==> src/sec_regs.svh <==
// register offsets, fields, reset values and timing for the serial memory controller
`ifndef SEC_REGS_SVH
`define SEC_REGS_SVH
// ==========================================
// offsets
`define SEC_CMD_OFF 8'hB0
`define SEC_DATA_OFF 8'hB4
`define SEC_STAT_OFF 8'hB8
`define SEC_MASK_OFF 8'hBC
// ==========================================
// command register fields
`define SEC_BUSY_BIT 31
`define SEC_OP_MSB 30
`define SEC_OP_LSB 28
`define SEC_TO_BIT 9
`define SEC_LOADED_BIT 8
`define SEC_ADDR_RST 8'h00
`define SEC_DATA_RST 8'h00
// ==========================================
// status bits and timing
`define SEC_EV_DONE 0
`define SEC_EV_TO 1
`define SEC_CLK_NS 20
`define SEC_CLK_KHZ 50000
`define SEC_LINK_NS 160
`define SEC_HALF_CYC (`SEC_LINK_NS / `SEC_CLK_NS / 2)
`define SEC_TIMEOUT_MS 30
`define SEC_TIMEOUT_CYC (`SEC_TIMEOUT_MS * `SEC_CLK_KHZ)
`define SEC_SIG_RST 8'hA5
`define SEC_RELOAD_LAST 3'h6
`endif

==> src/sec_pkg.sv <==
// types shared by the serial memory controller
package sec_pkg;
  typedef enum logic [2:0] {
    SEC_OP_READ = 3'h0, SEC_OP_WR_DISABLE = 3'h1, SEC_OP_WR_ENABLE = 3'h2, SEC_OP_WRITE = 3'h3,
    SEC_OP_WRITE_ALL = 3'h4, SEC_OP_ERASE = 3'h5, SEC_OP_ERASE_ALL = 3'h6, SEC_OP_RELOAD = 3'h7
  } sec_op_t;
  typedef enum logic [4:0] {
    SEC_IDLE = 5'h01, SEC_SHIFT = 5'h02, SEC_RECV = 5'h04, SEC_GAP = 5'h08, SEC_WAIT = 5'h10
  } sec_state_t;
  // serial memory pin group
  typedef struct packed {
    logic cs;
    logic sclk;
    logic dout;
    logic dout_oe_n;
  } sec_pins_t;
endpackage

==> src/sec_ctrl.sv <==
// serial memory command controller with apb registers
// Behaviour
// - a write-location command stores the data byte at the address field location.
// - an erase-location command erases the location named by the address field.
// - with no answer within 30 ms of the start the controller abandons and goes idle.
// - a time-out sets the sticky flag in bit 9, cleared by software writing it.
// - with the data pin held high and no memory, commands finish without time-out.
// - only erase, erase-all, write and write-all can time out on a low data line.
// - read-only bit 8 shows a valid memory was found and the station address loaded.
// - the 8-bit read/write address field in bits 7-0 resets to 00h and addresses memory.
// - the data register at B4h holds in bits 7:0 the byte read or to be written.
`timescale 1ns/10ps
`include "sec_regs.svh"
module sec_ctrl import sec_pkg::*; #(
  parameter int HALF_CYC = `SEC_HALF_CYC,
  parameter int TIMEOUT_CYC = `SEC_TIMEOUT_CYC,
  parameter logic [7:0] SIGNATURE = `SEC_SIG_RST
) (
  input wire logic pclk,
  input wire logic presetn,
  input wire logic psel,
  input wire logic penable,
  input wire logic pwrite,
  input wire logic [7:0] paddr,
  input wire logic [31:0] pwdata,
  output logic [31:0] prdata,
  output logic pready,
  output logic pslverr,
  output logic irq,
  output sec_pins_t pins,
  input wire logic din,
  output logic [47:0] station_addr
);
  localparam int TW = $clog2(TIMEOUT_CYC + 1);
  localparam int DW = $clog2(2 * HALF_CYC + 1);
  localparam logic [DW-1:0] DIV_LAST = DW'(2 * HALF_CYC - 1);
  localparam logic [DW-1:0] DIV_HI = DW'(HALF_CYC);
  localparam logic [TW-1:0] TO_LAST = TW'(TIMEOUT_CYC - 1);

  sec_state_t state;
  sec_op_t op;
  logic [7:0] addr, data, rx;
  logic timeout_flag, loaded, boot_pend, din_m, din_s, sig_ok, ev_done, ev_to, rx_valid;
  logic busy, start, bit_end, waits, acc, wr, rd, hit;
  logic [1:0] status, mask;
  logic [18:0] frame;
  logic [4:0] nbits, bit_cnt;
  logic [DW-1:0] div;
  logic [TW-1:0] tcnt;
  logic [2:0] ridx;
  sec_op_t start_op;
  logic [31:0] next_prdata;

  // ==========================================
  // frame building
  // start bit, two opcode bits, address, data byte for writes
  function automatic logic [18:0] build_frame(input sec_op_t o, input logic [7:0] a,
                                               input logic [7:0] d);
    case (o)
      SEC_OP_WR_DISABLE: build_frame = {3'b100, 8'h00, 8'h00};
      SEC_OP_WR_ENABLE: build_frame = {3'b100, 8'hC0, 8'h00};
      SEC_OP_WRITE: build_frame = {3'b101, a, d};
      SEC_OP_WRITE_ALL: build_frame = {3'b100, 8'h40, d};
      SEC_OP_ERASE: build_frame = {3'b111, a, 8'h00};
      SEC_OP_ERASE_ALL: build_frame = {3'b100, 8'h80, 8'h00};
      default: build_frame = {3'b110, a, 8'h00};
    endcase
  endfunction

  // ==========================================
  // apb slave
  // answers in the first access cycle, read data latched in setup
  assign pready = 1'b1;
  assign acc = psel & penable;
  assign wr = acc & pwrite;
  assign rd = acc & ~pwrite;
  assign hit = (paddr == `SEC_CMD_OFF) | (paddr == `SEC_DATA_OFF) |
               (paddr == `SEC_STAT_OFF) | (paddr == `SEC_MASK_OFF);
  assign pslverr = acc & ~hit;
  assign busy = (state != SEC_IDLE) | ev_to | ev_done; // flags settle before busy reads clear

  // read mux
  always_comb begin
    next_prdata = 32'h0000_0000;
    case (paddr)
      `SEC_CMD_OFF: begin
        next_prdata[`SEC_BUSY_BIT] = busy;
        next_prdata[`SEC_OP_MSB:`SEC_OP_LSB] = op;
        next_prdata[`SEC_TO_BIT] = timeout_flag;
        next_prdata[`SEC_LOADED_BIT] = loaded;
        next_prdata[7:0] = addr;
      end
      `SEC_DATA_OFF: next_prdata[7:0] = data;
      `SEC_STAT_OFF: next_prdata[1:0] = status;
      `SEC_MASK_OFF: next_prdata[1:0] = mask;
      default: next_prdata = 32'h0000_0000;
    endcase
  end

  // read data flop
  always_ff @(posedge pclk or negedge presetn) begin
    if (!presetn) begin
      prdata <= 32'h0000_0000;
    end else if (psel & ~penable & ~pwrite) begin
      prdata <= next_prdata;
    end
  end

  // ==========================================
  // software registers
  // command start from software, boot reload after reset
  assign start = ~busy & (boot_pend |
                 (wr & (paddr == `SEC_CMD_OFF) & pwdata[`SEC_BUSY_BIT]));
  assign start_op = boot_pend ? SEC_OP_RELOAD : sec_op_t'(pwdata[`SEC_OP_MSB:`SEC_OP_LSB]);

  // boot reload request
  always_ff @(posedge pclk or negedge presetn) begin
    if (!presetn) begin
      boot_pend <= 1'b1;
    end else if (~busy) begin
      boot_pend <= 1'b0;
    end
  end

  // address field, writable while idle
  always_ff @(posedge pclk or negedge presetn) begin
    if (!presetn) begin
      addr <= `SEC_ADDR_RST;
    end else if (wr & (paddr == `SEC_CMD_OFF) & ~busy) begin
      addr <= pwdata[7:0];
    end
  end

  // data byte, loaded by software or by a finished read
  always_ff @(posedge pclk or negedge presetn) begin
    if (!presetn) begin
      data <= `SEC_DATA_RST;
    end else if (rx_valid) begin
      data <= rx;
    end else if (wr & (paddr == `SEC_DATA_OFF) & ~busy) begin
      data <= pwdata[7:0];
    end
  end

  // sticky time-out flag, set wins over the clear
  always_ff @(posedge pclk or negedge presetn) begin
    if (!presetn) begin
      timeout_flag <= 1'b0;
    end else if (ev_to) begin
      timeout_flag <= 1'b1;
    end else if (wr & (paddr == `SEC_CMD_OFF) & pwdata[`SEC_TO_BIT]) begin
      timeout_flag <= 1'b0;
    end
  end

  // ==========================================
  // interrupt
  // status cleared by read, events win
  always_ff @(posedge pclk or negedge presetn) begin
    if (!presetn) begin
      status <= 2'h0;
      mask <= 2'h0;
    end else begin
      if (rd & (paddr == `SEC_STAT_OFF)) begin
        status <= (status & ~prdata[1:0]) | {ev_to, ev_done}; // only the bits just returned are cleared
      end else begin
        status <= status | {ev_to, ev_done};
      end
      if (wr & (paddr == `SEC_MASK_OFF)) begin
        mask <= pwdata[1:0];
      end
    end
  end

  // interrupt level
  always_ff @(posedge pclk or negedge presetn) begin
    if (!presetn) begin
      irq <= 1'b0;
    end else begin
      irq <= |(status & mask);
    end
  end

  // ==========================================
  // serial link
  // data pin synchroniser
  always_ff @(posedge pclk or negedge presetn) begin
    if (!presetn) begin
      din_m <= 1'b0;
      din_s <= 1'b0;
    end else begin
      din_m <= din;
      din_s <= din_m;
    end
  end

  assign bit_end = (div == DIV_LAST);
  // only these ops poll for ready and so can time out
  assign waits = (op == SEC_OP_WRITE) | (op == SEC_OP_WRITE_ALL) |
                 (op == SEC_OP_ERASE) | (op == SEC_OP_ERASE_ALL);

  // bit clock divider and command timer
  always_ff @(posedge pclk or negedge presetn) begin
    if (!presetn) begin
      div <= '0;
      tcnt <= '0;
    end else begin
      div <= (start | bit_end) ? '0 : div + 1'b1;
      tcnt <= start ? '0 : (busy ? tcnt + 1'b1 : tcnt);
    end
  end

  // command sequencer
  always_ff @(posedge pclk or negedge presetn) begin
    if (!presetn) begin
      state <= SEC_IDLE;
      op <= SEC_OP_READ;
      frame <= '0;
      nbits <= 5'h00;
      bit_cnt <= 5'h00;
      rx <= 8'h00;
      ridx <= 3'h0;
      sig_ok <= 1'b0;
      loaded <= 1'b0;
      station_addr <= 48'h0;
      ev_done <= 1'b0;
      ev_to <= 1'b0;
      rx_valid <= 1'b0;
      pins <= '{cs: 1'b0, sclk: 1'b0, dout: 1'b0, dout_oe_n: 1'b1};
    end else begin
      ev_done <= 1'b0;
      ev_to <= 1'b0;
      rx_valid <= 1'b0;
      pins.dout <= frame[18];
      case (state)
        SEC_IDLE: begin
          if (start) begin
            op <= start_op;
            frame <= build_frame(start_op, start_op == SEC_OP_RELOAD ? 8'h00 : pwdata[7:0], data);
            nbits <= (start_op == SEC_OP_WRITE || start_op == SEC_OP_WRITE_ALL) ? 5'd19 : 5'd11;
            bit_cnt <= 5'h00;
            ridx <= 3'h0;
            if (start_op == SEC_OP_RELOAD) begin
              loaded <= 1'b0;
            end
            pins.cs <= 1'b1;
            pins.dout_oe_n <= 1'b0;
            state <= SEC_SHIFT;
          end
        end
        SEC_SHIFT: begin
          pins.sclk <= (div >= DIV_HI - 1'b1) & ~bit_end;
          if (bit_end) begin
            frame <= {frame[17:0], 1'b0};
            bit_cnt <= bit_cnt + 1'b1;
            if (bit_cnt == nbits - 1'b1) begin
              bit_cnt <= 5'h00;
              pins.dout_oe_n <= 1'b1;
              state <= (op == SEC_OP_READ || op == SEC_OP_RELOAD) ? SEC_RECV : SEC_GAP;
            end
          end
        end
        SEC_RECV: begin
          pins.sclk <= (div >= DIV_HI - 1'b1) & ~bit_end;
          if (bit_end) begin
            rx <= {rx[6:0], din_s};
            bit_cnt <= bit_cnt + 1'b1;
            if (bit_cnt == 5'd7) begin
              rx_valid <= (op == SEC_OP_READ);
              state <= SEC_GAP;
            end
          end
        end
        SEC_GAP: begin
          pins.cs <= 1'b0;
          pins.sclk <= 1'b0;
          if (bit_end) begin
            if (waits) begin
              pins.cs <= 1'b1;
              state <= SEC_WAIT;
            end else if (op == SEC_OP_RELOAD) begin
              // first byte is the signature, the rest the station address
              if (ridx == 3'h0) begin
                sig_ok <= (rx == SIGNATURE);
              end else begin
                station_addr <= {station_addr[39:0], rx};
              end
              if ((ridx == 3'h0 && rx != SIGNATURE) || ridx == `SEC_RELOAD_LAST) begin
                loaded <= (ridx == `SEC_RELOAD_LAST) & sig_ok;
                ev_done <= 1'b1;
                state <= SEC_IDLE;
              end else begin
                ridx <= ridx + 1'b1;
                frame <= build_frame(SEC_OP_READ, {5'h00, ridx + 1'b1}, data);
                bit_cnt <= 5'h00;
                pins.cs <= 1'b1;
                pins.dout_oe_n <= 1'b0;
                state <= SEC_SHIFT;
              end
            end else begin
              ev_done <= 1'b1;
              state <= SEC_IDLE;
            end
          end
        end
        SEC_WAIT: begin
          if (bit_end) begin
            bit_cnt <= 5'h01; // the pin is trusted only after one bit time of select
          end
          if (din_s && bit_cnt != 5'h00) begin
            pins.cs <= 1'b0;
            ev_done <= 1'b1;
            state <= SEC_IDLE;
          end else if (tcnt >= TO_LAST) begin
            pins.cs <= 1'b0;
            ev_to <= 1'b1;
            state <= SEC_IDLE;
          end
        end
        default: begin
          pins.cs <= 1'b0;
          state <= SEC_IDLE;
        end
      endcase
    end
  end

  // ==========================================
  // assertions
  to_sets_flag_a: assert property (@(posedge pclk) disable iff (!presetn)
    ev_to |=> timeout_flag) else $error("time-out did not set flag");
  to_to_idle_a: assert property (@(posedge pclk) disable iff (!presetn)
    ev_to |-> state == SEC_IDLE && !pins.cs) else $error("time-out left sequencer busy");
  to_bound_a: assert property (@(posedge pclk) disable iff (!presetn)
    state == SEC_WAIT |-> tcnt <= TO_LAST) else $error("wait ran past time-out");
  to_ops_only_a: assert property (@(posedge pclk) disable iff (!presetn)
    ev_to |-> waits) else $error("time-out on non write op");
  ready_ends_a: assert property (@(posedge pclk) disable iff (!presetn)
    state == SEC_WAIT && din_s && bit_cnt != 5'h00 |=> state == SEC_IDLE && ev_done && !ev_to)
    else $error("ready did not end command");
  addr_write_a: assert property (@(posedge pclk) disable iff (!presetn)
    wr && paddr == `SEC_CMD_OFF && !busy |=> addr == $past(pwdata[7:0]))
    else $error("address field not written");
  data_write_a: assert property (@(posedge pclk) disable iff (!presetn)
    wr && paddr == `SEC_DATA_OFF && !busy && !rx_valid |=> data == $past(pwdata[7:0]))
    else $error("data byte not written");
  write_frame_a: assert property (@(posedge pclk) disable iff (!presetn)
    start && start_op == SEC_OP_WRITE |=> frame == {3'b101, $past(pwdata[7:0]), $past(data)} && nbits == 5'd19)
    else $error("write frame wrong");
  erase_frame_a: assert property (@(posedge pclk) disable iff (!presetn)
    start && start_op == SEC_OP_ERASE |=> frame[18:8] == {3'b111, $past(pwdata[7:0])} && nbits == 5'd11)
    else $error("erase frame wrong");
  loaded_valid_a: assert property (@(posedge pclk) disable iff (!presetn)
    $rose(loaded) |-> sig_ok && op == SEC_OP_RELOAD && ev_done)
    else $error("loaded without valid memory");
  write_all_wait_a: assert property (@(posedge pclk) disable iff (!presetn)
    state == SEC_GAP && bit_end && op == SEC_OP_WRITE_ALL |=> state == SEC_WAIT && pins.cs)
    else $error("write-all did not poll ready");
  cov_timeout_c: cover property (@(posedge pclk) disable iff (!presetn) ev_to);
  cov_reload_c: cover property (@(posedge pclk) disable iff (!presetn) $rose(loaded));
  cov_write_c: cover property (@(posedge pclk) disable iff (!presetn)
    state == SEC_WAIT && din_s && op == SEC_OP_WRITE);
  cov_read_c: cover property (@(posedge pclk) disable iff (!presetn) rx_valid);
endmodule

==> config.mk <==
export PLATFORM = sky130hd
export DESIGN_NAME = sec_ctrl
export DESIGN_NICKNAME = d
export VERILOG_FILES = /design/src/sec_pkg.sv /design/src/sec_ctrl.sv
export VERILOG_INCLUDE_DIRS = /design/src
export SDC_FILE = /design/constraint.sdc
export NUM_CORES = 1
export LEC_CHECK = 0
export BUFFER_PORTS_ARGS = -buffer_cell sky130_fd_sc_hd__buf_2
export CORE_ASPECT_RATIO = 0.6
export CORE_UTILIZATION = 56
export CTS_CLUSTER_SIZE = 10
export DETAILED_ROUTE_END_ITERATION = 7
export GPL_ROUTABILITY_DRIVEN = 1
export PLACE_DENSITY_LB_ADDON = 0.1
export SLEW_MARGIN = 20
export SYNTH_ARGS = -nofsm -noshare
export SYNTH_HDL_FRONTEND = slang
export SYNTH_SLANG_ARGS = --single-unit
==> constraint.sdc <==
create_clock -name pclk -period 2.6 [get_ports pclk]
set_input_delay 0.52 -clock pclk [delete_from_list [all_inputs] [get_ports pclk]]
set_output_delay 0.52 -clock pclk [all_outputs]
set_load 0.03 [all_outputs]
==> out/summary.txt <==
status -> finished, final reports clean
Final min period -> 2.44 ns
register area share after synthesis -> 53.3%
post-DP HPWL -> 12.9 mm
Clock power frac -> 35.3%
Inserted Clock Buffers -> 17
Crit-path slowest cell -> dfstp_2
crit-path max FO -> 15
sequential share of power -> 41.1%
IO Port Bufs -> 94
initial DRC count -> 473
I/O pin cnt -> 133
Max-Cap Viols -> 0
largest net degree at the start of global routing -> 67
Final Instance Count excl. Fillers -> 1022
Yosys reg bits -> 167
Hold Path Class -> input port to async pin
max incr delay on CP -> 0.56 ns
multi-input logic area -> 0.00339 mm2
skew final -> 0.0173 ns
Setup Viol. Count Final -> 0
vias in the first global route -> 5720
row count -> 33
met2 WL post-DR -> 7.79 mm
Syn. warnings -> 0
VDD IR max -> 460 uV
Avg Cell Area, Syn -> 10.9 um2
Die Y -> 93.7 um
CP Class -> flip-flop to flip-flop
nets -> 871
number of flops mapped to enable cells by yosys -> 0
DR top layer -> met4
CTS max path bufs -> 2
Post-DRT Antenna Nets -> 0
setup ws final -> 0.156 ns
initial antenna violation count -> 0
share of cells above drive strength 1 -> 26.5%
Hold Violations, Final -> 0
FILL cells -> 1035
Pre-antenna DRT Iters -> 5
initial core utilization -> 57.4%
Gate power share -> 23.5%
die area -> 0.0145 mm2
Most used DFF post-synth -> dfrtp_1
RSZ-0062 raised after global routing -> false
grt ovf -> 0
f_max -> 409 MHz
Async SR Flop Fraction -> 100%
critical path's top delay family -> simple AND/OR/NAND/NOR gates
Placed Cells -> 990
CORE AREA -> 0.0137 mm2
pre-CTS setup slack -> 0.111 ns
CP startpoint kind -> flip-flop
CP Data Arrival Time -> 2.79 ns
worst path cell trace -> or4b_4, nor2_2, a21o_1, nand3_2, or3_1, o21ai_1
Routability Congestion -> 0.905
first-pass GRT wire length -> 29.6 mm
final hold slack -> 0.0916 ns
leakage power -> 0.00454 uW
wire length on met1 -> 8.74 mm
clock sink count -> 167
max-slew violation count -> 0
PD cells -> 805 mW/mm2
DIE WIDTH -> 155 um
clock slew at reported path FFs -> 0.07 ns
drt wl/cell -> 17.5 um
Clock Latency Late Sink -> 0.44 ns
Post-Syn Instances -> 717
Slew HR -> 51.6%
Area Growth Syn to Fin -> 17.0%
Via density -> 5.80
Worst setup EP type -> flip-flop
Fin Setup TNS -> 0 ns
DRC violations left -> 0
Buf/Inv on CP -> 0
Diodes inserted -> 0
final WL -> 17.9 mm
actual slew at the worst max-slew pin -> 0.716 ns
H-tree depth -> 4
Req. time, crit path -> 2.95 ns
Tcrit/Tclk final -> 94.0%
Sw Pwr -> 2480 uW
P_int -> 4920 uW
Total GRT Usage -> 26.5%
Reg area -> 0.00418 mm2
clock tree root buffer cell -> clkbuf_16
Netlist Area Pre-Place -> 0.00785 mm2
DR vias -> 5927
Unique masters post-synth -> 65
met3 wire len -> 1.15 mm
CTS tree -> yes
switching share of total power -> 33.5%
-- per-layer routing --
| metal | GRT usage (%) | up-vias |
|---|---|---|
| li1 | - | 2738 |
| met4 | 9.24 | 0 |
| met2 | 39.4 | 216 |
| met3 | 5.49 | 23 |
| met5 | 0 | - |
| met1 | 38.7 | 2950 |
-- cell usage after synthesis, types with 6 or more instances --
library cell | count | share of area [%]
clkbuf_1 | 20 | 0.96
a22o_1 | 8 | 0.89
nand2_1 | 87 | 4.2
buf_4 | 21 | 2.0
mux2_1 | 20 | 2.9
inv_1 | 11 | 0.53
and3_1 | 7 | 0.56
nand3_1 | 23 | 1.5
o21ai_0 | 78 | 5.0
mux2_2 | 47 | 6.7
nand4_1 | 6 | 0.48
mux2i_1 | 21 | 2.7
nand2b_1 | 6 | 0.48
a31oi_1 | 6 | 0.48
buf_2 | 8 | 0.51
nor3_1 | 9 | 0.57
ha_1 | 8 | 1.3
a22oi_1 | 12 | 1.1
nor2_1 | 33 | 1.6
nor2b_1 | 7 | 0.56
o31ai_1 | 7 | 0.67
xor2_1 | 7 | 0.78
and2_1 | 6 | 0.48
a21oi_1 | 15 | 0.96
dfrtp_1 | 164 | 52
-- logic make-up (layout without fill, tap and decap cells) --
kind of cell | count (synthesis) | after routing | share of synthesized area [%]
other | 2 | 19 | 0.0957
xor gates and xnor gates | 9 | 9 | 1.18
and+or+nand+nor | 220 | 220 | 14.5
DFF | 167 | 167 | 53.3
buffers and inverters | 65 | 161 | 4.53
AOI/OAI and AO/OA | 156 | 156 | 12.2
adders and majority gates | 8 | 8 | 1.28
muxes | 90 | 90 | 12.9
-- placed cells by master (no fill, tap or decap), drive strengths merged, types with 3 or more instances in the layout --
master | Yosys | final
xor2 | 7 | 7
inv | 11 | 19
dfrtp | 164 | 164
and2 | 6 | 6
or3 | 4 | 4
a222oi | 3 | 3
o31ai | 7 | 7
a21o | 5 | 5
nand2b | 6 | 6
nor4 | 6 | 6
and3 | 7 | 7
nand2 | 87 | 87
o21ai | 83 | 83
o211ai | 3 | 3
nor2b | 7 | 7
a22oi | 12 | 12
mux2i | 21 | 21
and4 | 3 | 3
or2 | 5 | 5
conb | 2 | 19
mux2 | 67 | 67
nand4 | 6 | 6
nor4b | 3 | 3
a31oi | 6 | 6
ha | 8 | 8
nand3 | 25 | 25
nor2 | 35 | 35
a21oi | 15 | 15
buf | 34 | 118
a22o | 8 | 8
nor3 | 9 | 9
dfstp | 3 | 3
clkbuf | 20 | 18
-- state kept, by name (all words and copies together) (netlist names), 4 cells and up --
| register | cells |
|---|---|
| div | 4 |
| addr | 8 |
| data | 8 |
| bit_cnt | 5 |
| station_addr | 48 |
| frame | 19 |
| prdata | 14 |
| rx | 8 |
| pins | 4 |
| tcnt | 21 |
| state | 5 |
-- power groups by stage --
stage	clock (uW)	combinational, uW	sequential [uW]
after floorplan	0	1160	3060
after global placement	0	1610	3060
after detailed placement	0	1690	3080
after CTS	2650	1700	3040
after global routing	2750	1950	3070
final	2610	1740	3040
-- area by class of cell --
cell class	count	area share, %
repair buffers	118	7.74
inverters	11	0.450
multi-input cells	502	37.0
clock buffers	18	4.67
clock inverters	14	1.99
flip-flops and latches	167	45.6
well taps	192	2.62
-- metrics by stage --
stage	utilization (%)	total power, uW	instance area (um2)
2_1_floorplan	-	4220	7910
3_3_place_gp	62.5	4680	8550
3_5_place_dp	62.5	4760	8550
4_1_cts	67.0	7380	9160
5_1_grt	67.2	7770	9180
6_report	67.2	7390	9180
-- final timing paths --
path	from	end	slack [ns]	cells past startpoint
min in group pclk	din	din_m	0.20	1
worst min-delay path	presetn	station_addr[38]	0.09	1
worst max-delay path	state[0]	ridx[0]	0.16	6
worst max register to register	state[0]	ridx[0]	0.16	6
worst min register to register	din_m	din_s	0.35	0
max in group asynchronous	presetn	state[0]	1.82	2
-- timing repair --
| action | CTS | global route |
|---|---|---|
| buffers inserted | 0 | 0 |
| resized for setup | 0 | 3 |
| hold buffers | 0 | 0 |
| setup endpoints to repair | 0 | 15 |
Note: power is estimated with default switching activity, not from simulation.
